`src/shared/fbd_pkg.sv`:
```
// constants, types and register map of the parallel flash bus controller
`default_nettype none
package fbd_pkg;
    // apb register byte offsets
    localparam logic [7:0] FBD_CTRL_OFS   = 8'h00;
    localparam logic [7:0] FBD_ADDR_OFS   = 8'h04;
    localparam logic [7:0] FBD_WDATA_OFS  = 8'h08;
    localparam logic [7:0] FBD_RDATA_OFS  = 8'h0C;
    localparam logic [7:0] FBD_STATUS_OFS = 8'h10;
    // control register fields
    localparam int FBD_CTRL_START = 0;
    localparam int FBD_CTRL_OP    = 1;   // two bits
    localparam int FBD_CTRL_BYTE  = 3;
    localparam int FBD_CTRL_ACCEL = 4;
    localparam int FBD_CTRL_PROT  = 5;
    localparam int FBD_CTRL_HOLD  = 6;
    localparam int FBD_CTRL_BUF   = 7;
    // status register fields
    localparam int FBD_ST_BUSY = 0;
    localparam int FBD_ST_DONE = 1;
    localparam int FBD_ST_ERR  = 2;
    localparam int FBD_ST_HIT  = 3;
    localparam int FBD_ST_BCNT = 8;      // six bits
    // operation codes
    localparam logic [1:0] FBD_OP_READ  = 2'h0;
    localparam logic [1:0] FBD_OP_WRITE = 2'h1;
    localparam logic [1:0] FBD_OP_RESET = 2'h2;
    // buffered program limits
    localparam logic [5:0] FBD_BUF_WORDS = 6'h10;
    localparam logic [5:0] FBD_BUF_BYTES = 6'h20;
    // timing in ns and derived cycle counts at the clock rate
    localparam int FBD_CLK_MHZ          = 10;
    localparam int FBD_ADDR_TO_DATA_NS  = 90;
    localparam int FBD_CS_ACCESS_NS     = 90;
    localparam int FBD_IN_PAGE_NS       = 25;
    localparam int FBD_WR_PULSE_NS      = 35;
    localparam int FBD_RST_PULSE_NS     = 500;
    localparam int FBD_RST_RECOVER_NS   = 200;
    localparam int FBD_SYNC_CYC         = 2;
    function automatic int fbd_cyc(input int ns);
        int c;
        c = (ns * FBD_CLK_MHZ + 999) / 1000;
        return (c < 1) ? 1 : c;
    endfunction : fbd_cyc
    localparam int FBD_ACC_CYC = (fbd_cyc(FBD_ADDR_TO_DATA_NS) >
        fbd_cyc(FBD_CS_ACCESS_NS)) ? fbd_cyc(FBD_ADDR_TO_DATA_NS)
                                   : fbd_cyc(FBD_CS_ACCESS_NS);
    localparam int FBD_PAGE_CYC = fbd_cyc(FBD_IN_PAGE_NS);
    localparam int FBD_WP_CYC   = fbd_cyc(FBD_WR_PULSE_NS);
    localparam int FBD_RP_CYC   = fbd_cyc(FBD_RST_PULSE_NS);
    localparam int FBD_RH_CYC   = fbd_cyc(FBD_RST_RECOVER_NS);
    localparam logic [7:0] FBD_RST_CNT = 8'h00;
    // controller states, one-hot
    typedef enum logic [7:0] {
        FBD_IDLE    = 8'h01,
        FBD_WSETUP  = 8'h02,
        FBD_WSTROBE = 8'h04,
        FBD_WHOLD   = 8'h08,
        FBD_RWAIT   = 8'h10,
        FBD_RSAMPLE = 8'h20,
        FBD_RPULSE  = 8'h40,
        FBD_RRECOV  = 8'h80
    } fbd_state_t;
endpackage : fbd_pkg
`default_nettype wire

```
`src/hdl/fbd_ctrl.sv`:
```
// host-side controller driving a parallel flash through its pins, apb slave
//
// Chosen here: the register offsets and the APB slave port.
`default_nettype none
module fbd_ctrl import fbd_pkg::*; (
    input  wire logic        i_mclk,
    input  wire logic        i_arst_n,
    input  wire logic        i_psel,
    input  wire logic        i_penable,
    input  wire logic        i_pwrite,
    input  wire logic [7:0]  i_paddr,
    input  wire logic [31:0] i_pwdata,
    output logic      [31:0] o_prdata,
    output logic             o_pready,
    output logic             o_pslverr,
    output logic      [21:0] o_addr,
    output logic             o_ce_n,
    output logic             o_oe_n,
    output logic             o_we_n,
    output logic             o_reset_n,
    output logic             o_byte_n,
    input  wire logic [15:0] i_dq_in,
    output logic      [15:0] o_dq_out,
    output logic      [15:0] o_dq_oe,
    output logic             o_fast_prog_hv,
    output logic             o_protect_n_out,
    output logic             o_protect_n_oe
);
    typedef struct packed {
        fbd_state_t  st;
        logic [7:0]  cnt;
        logic [22:0] addr;
        logic [15:0] wdata;
        logic [15:0] rdata;
        logic [1:0]  op;
        logic        byte_mode;
        logic        accel;
        logic        protect;
        logic        hold_sel;
        logic        buf_mode;
        logic        done;
        logic        err;
        logic        page_hit;
        logic        page_valid;
        logic [18:0] last_page;
        logic [5:0]  buf_cnt;
        logic        ce_n;
        logic        oe_n;
        logic        we_n;
        logic        rst_n;
        logic        dq_drv;
        logic [15:0] dq_s1;
        logic [15:0] dq_s2;
    } fbd_regs_t;
    fbd_regs_t r;
    fbd_regs_t next_r;
    logic      wr_acc;
    logic      busy;

    // page number of an address; in-page bits differ by width
    function automatic logic [18:0] page_of(input logic [22:0] a,
                                            input logic        bm);
        return bm ? a[22:4] : a[21:3];
    endfunction : page_of
    function automatic logic [5:0] buf_limit(input logic bm);
        return bm ? FBD_BUF_BYTES : FBD_BUF_WORDS;
    endfunction : buf_limit

    ////////////////////////////////////////////////////////////////////////
    // apb slave: zero wait states, unmapped offsets answer with an error
    assign o_pready = 1'b1;
    assign wr_acc   = i_psel & i_penable & i_pwrite;
    assign busy     = (r.st != FBD_IDLE);

    always_comb begin
        o_prdata  = 32'h0000_0000;
        o_pslverr = 1'b0;
        case (i_paddr)
            FBD_CTRL_OFS: begin
                o_prdata[FBD_CTRL_OP +: 2] = r.op;
                o_prdata[FBD_CTRL_BYTE]    = r.byte_mode;
                o_prdata[FBD_CTRL_ACCEL]   = r.accel;
                o_prdata[FBD_CTRL_PROT]    = r.protect;
                o_prdata[FBD_CTRL_HOLD]    = r.hold_sel;
                o_prdata[FBD_CTRL_BUF]     = r.buf_mode;
            end
            FBD_ADDR_OFS:  o_prdata[22:0] = r.addr;
            FBD_WDATA_OFS: o_prdata[15:0] = r.wdata;
            FBD_RDATA_OFS: o_prdata[15:0] = r.rdata;
            FBD_STATUS_OFS: begin
                o_prdata[FBD_ST_BUSY]      = busy;
                o_prdata[FBD_ST_DONE]      = r.done;
                o_prdata[FBD_ST_ERR]       = r.err;
                o_prdata[FBD_ST_HIT]       = r.page_hit;
                o_prdata[FBD_ST_BCNT +: 6] = r.buf_cnt;
            end
            default: o_pslverr = i_psel & i_penable;
        endcase
    end

    ////////////////////////////////////////////////////////////////////////
    // next-state logic: register writes, then the pin sequencer
    always_comb begin
        next_r       = r;
        next_r.dq_s1 = i_dq_in;          // pins are asynchronous to i_mclk
        next_r.dq_s2 = r.dq_s1;
        // done and err flags clear on write-one (hit does not); a set below wins
        if (wr_acc && i_paddr == FBD_STATUS_OFS) begin
            if (i_pwdata[FBD_ST_DONE]) next_r.done = 1'b0;
            if (i_pwdata[FBD_ST_ERR])  next_r.err  = 1'b0;
        end
        // config is frozen while a pin cycle runs so widths cannot shift
        if (wr_acc && !busy) begin
            case (i_paddr)
                FBD_ADDR_OFS:  next_r.addr  = i_pwdata[22:0];
                FBD_WDATA_OFS: next_r.wdata = i_pwdata[15:0];
                FBD_CTRL_OFS: begin
                    next_r.op        = i_pwdata[FBD_CTRL_OP +: 2];
                    next_r.byte_mode = i_pwdata[FBD_CTRL_BYTE];
                    if (i_pwdata[FBD_CTRL_BYTE] != r.byte_mode) begin
                        next_r.buf_cnt = 6'h00;  // count is per width
                    end
                    next_r.accel     = i_pwdata[FBD_CTRL_ACCEL];
                    next_r.protect   = i_pwdata[FBD_CTRL_PROT];
                    next_r.hold_sel  = i_pwdata[FBD_CTRL_HOLD];
                    next_r.buf_mode  = i_pwdata[FBD_CTRL_BUF];
                end
                default: ;
            endcase
        end
        case (r.st)
            FBD_IDLE: begin
                if (!r.hold_sel) begin
                    next_r.ce_n       = 1'b1;  // select released: page lost
                    next_r.page_valid = 1'b0;
                end
                if (wr_acc && i_paddr == FBD_CTRL_OFS &&
                    i_pwdata[FBD_CTRL_START]) begin
                    if (next_r.op == FBD_OP_RESET) begin
                        next_r.ce_n       = 1'b1;
                        next_r.rst_n      = 1'b0;
                        next_r.page_valid = 1'b0;
                        next_r.buf_cnt    = 6'h00;
                        next_r.cnt        = 8'(FBD_RP_CYC - 1);
                        next_r.st         = FBD_RPULSE;
                    end else if (next_r.op == FBD_OP_READ) begin
                        if (next_r.accel) begin
                            next_r.err = 1'b1;     // no reads at high voltage
                        end else begin
                            // same page with select still low: short wait
                            next_r.page_hit = !r.ce_n && r.page_valid &&
                                (page_of(next_r.addr, next_r.byte_mode)
                                 == r.last_page);
                            next_r.cnt = next_r.page_hit ?
                                8'(FBD_PAGE_CYC + FBD_SYNC_CYC - 1) :
                                8'(FBD_ACC_CYC + FBD_SYNC_CYC - 1);
                            next_r.ce_n = 1'b0;
                            next_r.oe_n = 1'b0;
                            next_r.st   = FBD_RWAIT;
                        end
                    end else if (next_r.op == FBD_OP_WRITE) begin
                        if (next_r.buf_mode && next_r.buf_cnt >=
                            buf_limit(next_r.byte_mode)) begin
                            next_r.err = 1'b1;     // buffer already full
                        end else begin
                            next_r.buf_cnt = next_r.buf_mode ?
                                next_r.buf_cnt + 6'h01 : 6'h00;
                            next_r.ce_n       = 1'b0;
                            next_r.oe_n       = 1'b1;
                            next_r.dq_drv     = 1'b1;
                            next_r.page_valid = 1'b0;
                            next_r.st         = FBD_WSETUP;
                        end
                    end else begin
                        next_r.err = 1'b1;         // undefined op code
                    end
                end
            end
            FBD_WSETUP: begin
                next_r.we_n = 1'b0;
                next_r.cnt  = 8'(FBD_WP_CYC - 1);
                next_r.st   = FBD_WSTROBE;
            end
            FBD_WSTROBE: begin
                if (r.cnt == 8'h00) begin
                    next_r.we_n = 1'b1;     // rising strobe latches the cycle
                    next_r.st   = FBD_WHOLD;
                end else begin
                    next_r.cnt = r.cnt - 8'h01;
                end
            end
            FBD_WHOLD: begin
                // data held one cycle past the strobe for hold time
                next_r.ce_n   = 1'b1;
                next_r.dq_drv = 1'b0;
                next_r.done   = 1'b1;
                next_r.st     = FBD_IDLE;
            end
            FBD_RWAIT: begin
                if (r.cnt == 8'h00) begin
                    next_r.st = FBD_RSAMPLE;
                end else begin
                    next_r.cnt = r.cnt - 8'h01;
                end
            end
            FBD_RSAMPLE: begin
                // byte mode only has the low eight pins valid
                next_r.rdata = r.byte_mode ? {8'h00, r.dq_s2[7:0]}
                                           : r.dq_s2;
                next_r.oe_n       = 1'b1;
                next_r.ce_n       = !r.hold_sel;
                next_r.page_valid = r.hold_sel;
                next_r.last_page  = page_of(r.addr, r.byte_mode);
                next_r.done       = 1'b1;
                next_r.st         = FBD_IDLE;
            end
            FBD_RPULSE: begin
                if (r.cnt == 8'h00) begin
                    next_r.rst_n = 1'b1;
                    next_r.cnt   = 8'(FBD_RH_CYC - 1);
                    next_r.st    = FBD_RRECOV;
                end else begin
                    next_r.cnt = r.cnt - 8'h01;
                end
            end
            FBD_RRECOV: begin
                if (r.cnt == 8'h00) begin
                    next_r.done = 1'b1;
                    next_r.st   = FBD_IDLE;
                end else begin
                    next_r.cnt = r.cnt - 8'h01;
                end
            end
            default: next_r.st = FBD_IDLE;
        endcase
    end

    ////////////////////////////////////////////////////////////////////////
    // state register; pins idle deselected with the bus released
    always_ff @(posedge i_mclk or negedge i_arst_n) begin
        if (!i_arst_n) begin
            r       <= '0;
            r.st    <= FBD_IDLE;
            r.cnt   <= FBD_RST_CNT;
            r.ce_n  <= 1'b1;
            r.oe_n  <= 1'b1;
            r.we_n  <= 1'b1;
            r.rst_n <= 1'b1;
        end else begin
            r <= next_r;
        end
    end

    ////////////////////////////////////////////////////////////////////////
    // pin drivers; in byte mode pins 8-14 float and pin 15 carries lsb
    assign o_addr    = r.byte_mode ? r.addr[22:1] : r.addr[21:0];
    assign o_ce_n    = r.ce_n;
    assign o_oe_n    = r.oe_n;
    assign o_we_n    = r.we_n;
    assign o_reset_n = r.rst_n;
    assign o_byte_n  = !r.byte_mode;
    assign o_dq_out  = r.byte_mode ? {r.addr[0], 7'h00, r.wdata[7:0]}
                                   : r.wdata;
    assign o_dq_oe   = r.byte_mode ?
                       {r.rst_n, 7'h00, {8{r.dq_drv}}} : {16{r.dq_drv}};
    // high voltage only while accel is armed and no read runs
    assign o_fast_prog_hv  = r.accel && r.oe_n;
    // open drain: release lets the pull-up read high
    assign o_protect_n_out = 1'b0;
    assign o_protect_n_oe  = r.protect;
endmodule : fbd_ctrl
`default_nettype wire

```
`config.mk`:
```
export PLATFORM = sky130hd
export DESIGN_NAME = fbd_ctrl
export DESIGN_NICKNAME = d
export VERILOG_FILES = /design/src/shared/fbd_pkg.sv /design/src/hdl/fbd_ctrl.sv
export SDC_FILE = /design/constraint.sdc
export NUM_CORES = 1
export LEC_CHECK = 0
export BUFFER_PORTS_ARGS = -buffer_cell sky130_fd_sc_hd__buf_4
export CORE_MARGIN = 2
export CORE_UTILIZATION = 61
export CTS_BUF_LIST = sky130_fd_sc_hd__clkbuf_4
export DETAILED_ROUTE_END_ITERATION = 16
export MAX_ROUTING_LAYER = met4
export PLACE_DENSITY = 0.87
export SETUP_SLACK_MARGIN = 0.3
export SLEW_MARGIN = 10
export SYNTH_ARGS = -nofsm -noshare
export SYNTH_HDL_FRONTEND = slang
export SYNTH_SLANG_ARGS = --single-unit
```
`constraint.sdc`:
```
create_clock -name i_mclk -period 8.3 [get_ports i_mclk]
set_input_delay 1.66 -clock i_mclk [delete_from_list [all_inputs] [get_ports i_mclk]]
set_output_delay 1.66 -clock i_mclk [all_outputs]
set_load 0.01 [all_outputs]
```
==> flow_summary_export.csv <==
group,metric,value,unit
timing,fin_crit,5.714,ns
setup_path,crit_path_max_incr_delay,0.70,ns
grt,antenna_found_initial,0,
power,ir_drop,0.0001508,V
timing,slew_viol_final,0,
grt,grt_pass1_vias,5608,
power,power_frac_comb,6.8,%
timing,max_freq,175.0,MHz
setup_path,cpMostUsedCell,"buf_4",
synthesis,yosysSeqAreaShare,49.11,%
power,p_per_area,153.2,nW/um^2
placement,gp_congestion,0.9032,
detailed_routing,antenna_left,0,
detailed_routing,drcViolationCount,0,
die,die_w,113.8,um
synthesis,yosysTopAreaCell,"dfrtp_1",
finish,multi_input_area,3308,um^2
clocking,cts_setup_buffers,0,
die,rows,40,
power,switchingPower,0.3207,mW
clocking,clockRootBuffer,"clkbuf_4",
die,core-area,11860,um^2
synthesis,ys_types,56,
synthesis,synth_most_common_cell,"dfrtp_1",
detailed_routing,wl_per_cell,19.68,um
grt,track_usage,30.66,%
setup_path,cp.buffers_inverters,2,
clocking,clk_latency,0.55,ns
timing,finalCritPeriodShare,68.85,%
setup_path,critPathCaptureType,"primary output",
die,die_h,113.8,um
timing,tightestPinTransition,1.202,ns
synthesis,synth_cells,676,
synthesis,ys.flop_type,"dfrtp_1",
clocking,max-clock-path-buffers,2,
detailed_routing,initialDrtViolationCount,344,
die,pin_count,157,
timing,relSlewSlack,19.87,%
setup_path,critical_path.slowest_cell,"nor4_1",
synthesis,async_reset_ff_share,100.0,%
die,die-area,12940,um^2
synthesis,syn_avg_cell_area,10.87,um^2
synthesis,ys_seq_elements,144,
clocking,cts_sinks,144,
placement,post-dp-hpwl,13400,um
setup_path,cp.arrival,4.05,ns
synthesis,yosysWarnings,0,
finish,drive_gt1_share,33.42,%
synthesis,ys_top_cells_by_area,"dfrtp_1 (47%), mux2_2 (12%), mux2i_1 (7.9%)",
timing,tns,0,ns
setup_path,worstSetupPathType,"in -> out",
setup_path,critical-path-top-delay-family,"simple AND/OR/NAND/NOR gates",
detailed_routing,viasPerCell,6.001,
power,leakage,4.600,nW
detailed_routing,routed_wl,18620,um
placement,port_buffers,136,
power,swShare,24.28,%
clocking,cts_resized,0,
synthesis,synth.cell_area,7350,um^2
grt,grt_pass1_wl,29460,um
timing,finalHoldViolCount,0,
grt,grt_overflow,0,
setup_path,critPathMaxFanout,20,
setup_path,worstPathCellList,"buf_4, nor4_1, nor4b_1, and2_1, a22oi_1, o211ai_1, buf_4",
power,p_int,0.9999,mW
setup_path,cp-start-kind,"input pin",
finish,n_antenna_cell,0,
clocking,htreeDepth,4,
grt,grt_max_degree,86,
finish,fin_nets,850,
detailed_routing,vias,5677,
synthesis,ys_top_cells_by_count,"dfrtp_1 (139), mux2_2 (77), mux2i_1 (58)",
run,maxCapViolations,0,
power,finalPower,1.321,mW
run_status,outcome,"finished, final reports clean",
finish,n_fill_cell,855,
clocking,hold_buffers,0,
die,initial_utilization,61.96,%
clocking,cts_buffers,17,
finish,syn2layout_area_growth,17.28,%
clocking,cts_tree,"done",
finish,regArea,3610,um^2
synthesis,synth-edff-count,0,
timing,rsz0062_at_grt,"false",
detailed_routing,drt_pass1_iterations,4,
timing,setup_viol,0,
power,pwr-share-seq,55.4,%
worst_hold_path,hold_class,"reg -> reg",
synthesis,synth_top_area_share,47.33,%
clocking,path_clk_slew,0.11,ns
setup_path,cp.required,6.64,ns
power,pwr-share-clk,37.8,%
timing,fin_skew,0.02114,ns
==> cell families (layout without fill, tap and decap cells) <==
family                     after synthesis  in the layout  share of synthesized area, %
adders and majority gates                3              3                        0.5108
other                                    2             11                        0.1022
muxes                                  135            135                         19.70
DFF                                    144            144                         49.11
buffers and inverters                   90            204                         6.503
xor gates and xnor gates                23             23                         2.741
AOI/OAI and AO/OA                      100            100                         8.546
and+or+nand+nor                        179            179                         12.79
==> sequential cells by signal, indices dropped and copies added, names as in the netlist <==
register / flops
o_we_n: 1
r: 123
next_r: 16
o_ce_n: 1
o_protect_n_oe: 1
o_oe_n: 1
o_reset_n: 1
==> placed cells by master, fill, tap and decap left out, types with 5 or more instances in the layout <==
master and instances:
dfrtp_1 139, xor2_1 19, dfstp_2 5, inv_1 26, conb_1 11, a21oi_1 14
nor3_1 8, o21ai_0 40, and3_1 10, a22oi_1 17, buf_4 144, o31ai_1 5
mux2_2 77, clkbuf_4 18, clkinvlp_4 5, nand3_1 12, nand2_1 53, nand4_1 5
nor4_1 9, mux2i_1 57, o22ai_1 6, and2_1 6, nor2b_1 19, nor2_1 28
==> metrics by stage <==
| stage | cell area, um^2 | utilization, % | cells | hold slack [ns] | worst slack [ns] |
|---|---|---|---|---|---|
| after floorplan | 7383 | - | 685 | 0.3312 | 3.439 |
| after global placement | 8295 | 69.94 | 914 | 0.3321 | 2.658 |
| after detailed placement | 8295 | 69.94 | 914 | 0.3347 | 2.694 |
| after CTS | 8620 | 72.67 | 946 | 0.3625 | 2.648 |
| after global routing | 8620 | 72.67 | 946 | 0.3680 | 2.520 |
| final | 8620 | 72.67 | 946 | 0.3600 | 2.586 |
==> path summary, 6_finish.rpt <==
kind / from / endpoint / slack (ns) / depth (start not counted)
max reg2reg: r[136] / r[138] / 4.01 / 9
min in group asynchronous: i_arst_n / r[124] / 1.15 / 1
max in group asynchronous: i_arst_n / r[61] / 5.89 / 2
max: i_paddr[2] / o_prdata[1] / 2.59 / 7
min: next_r[0] / r[0] / 0.36 / 0
min reg2reg: next_r[0] / r[0] / 0.36 / 0
==> layout make-up <==
type                    instances  area share, %
multi-input cells             451          38.38
clock buffers                  18          1.568
repair buffers                145          12.67
inverters                      27          1.176
clock inverters                14          2.192
flip-flops and latches        144          41.88
well taps                     147          2.134
==> routing by layer <==
metal | vias to the layer above | routed length (um) | track usage, %
met2 | 252 | 9175 | 49.10
met1 | 2836 | 7968 | 40.04
met3 | 34 | 1094 | 5.313
li1 | 2555 | - | -
met4 | 0 | 381 | 10.65
met5 | - | 0 | -
==> power by group through the flow <==
| stage | combinational [mW] | clock (mW) | sequential (mW) |
|---|---|---|---|
| floorplan | 0.0380 | 0 | 0.741 |
| global placement | 0.0863 | 0 | 0.742 |
| detailed placement | 0.0893 | 0 | 0.744 |
| CTS | 0.0895 | 0.510 | 0.730 |
| global route | 0.0976 | 0.539 | 0.733 |
| finish | 0.0896 | 0.500 | 0.731 |
(Power assumes the default switching activity.)
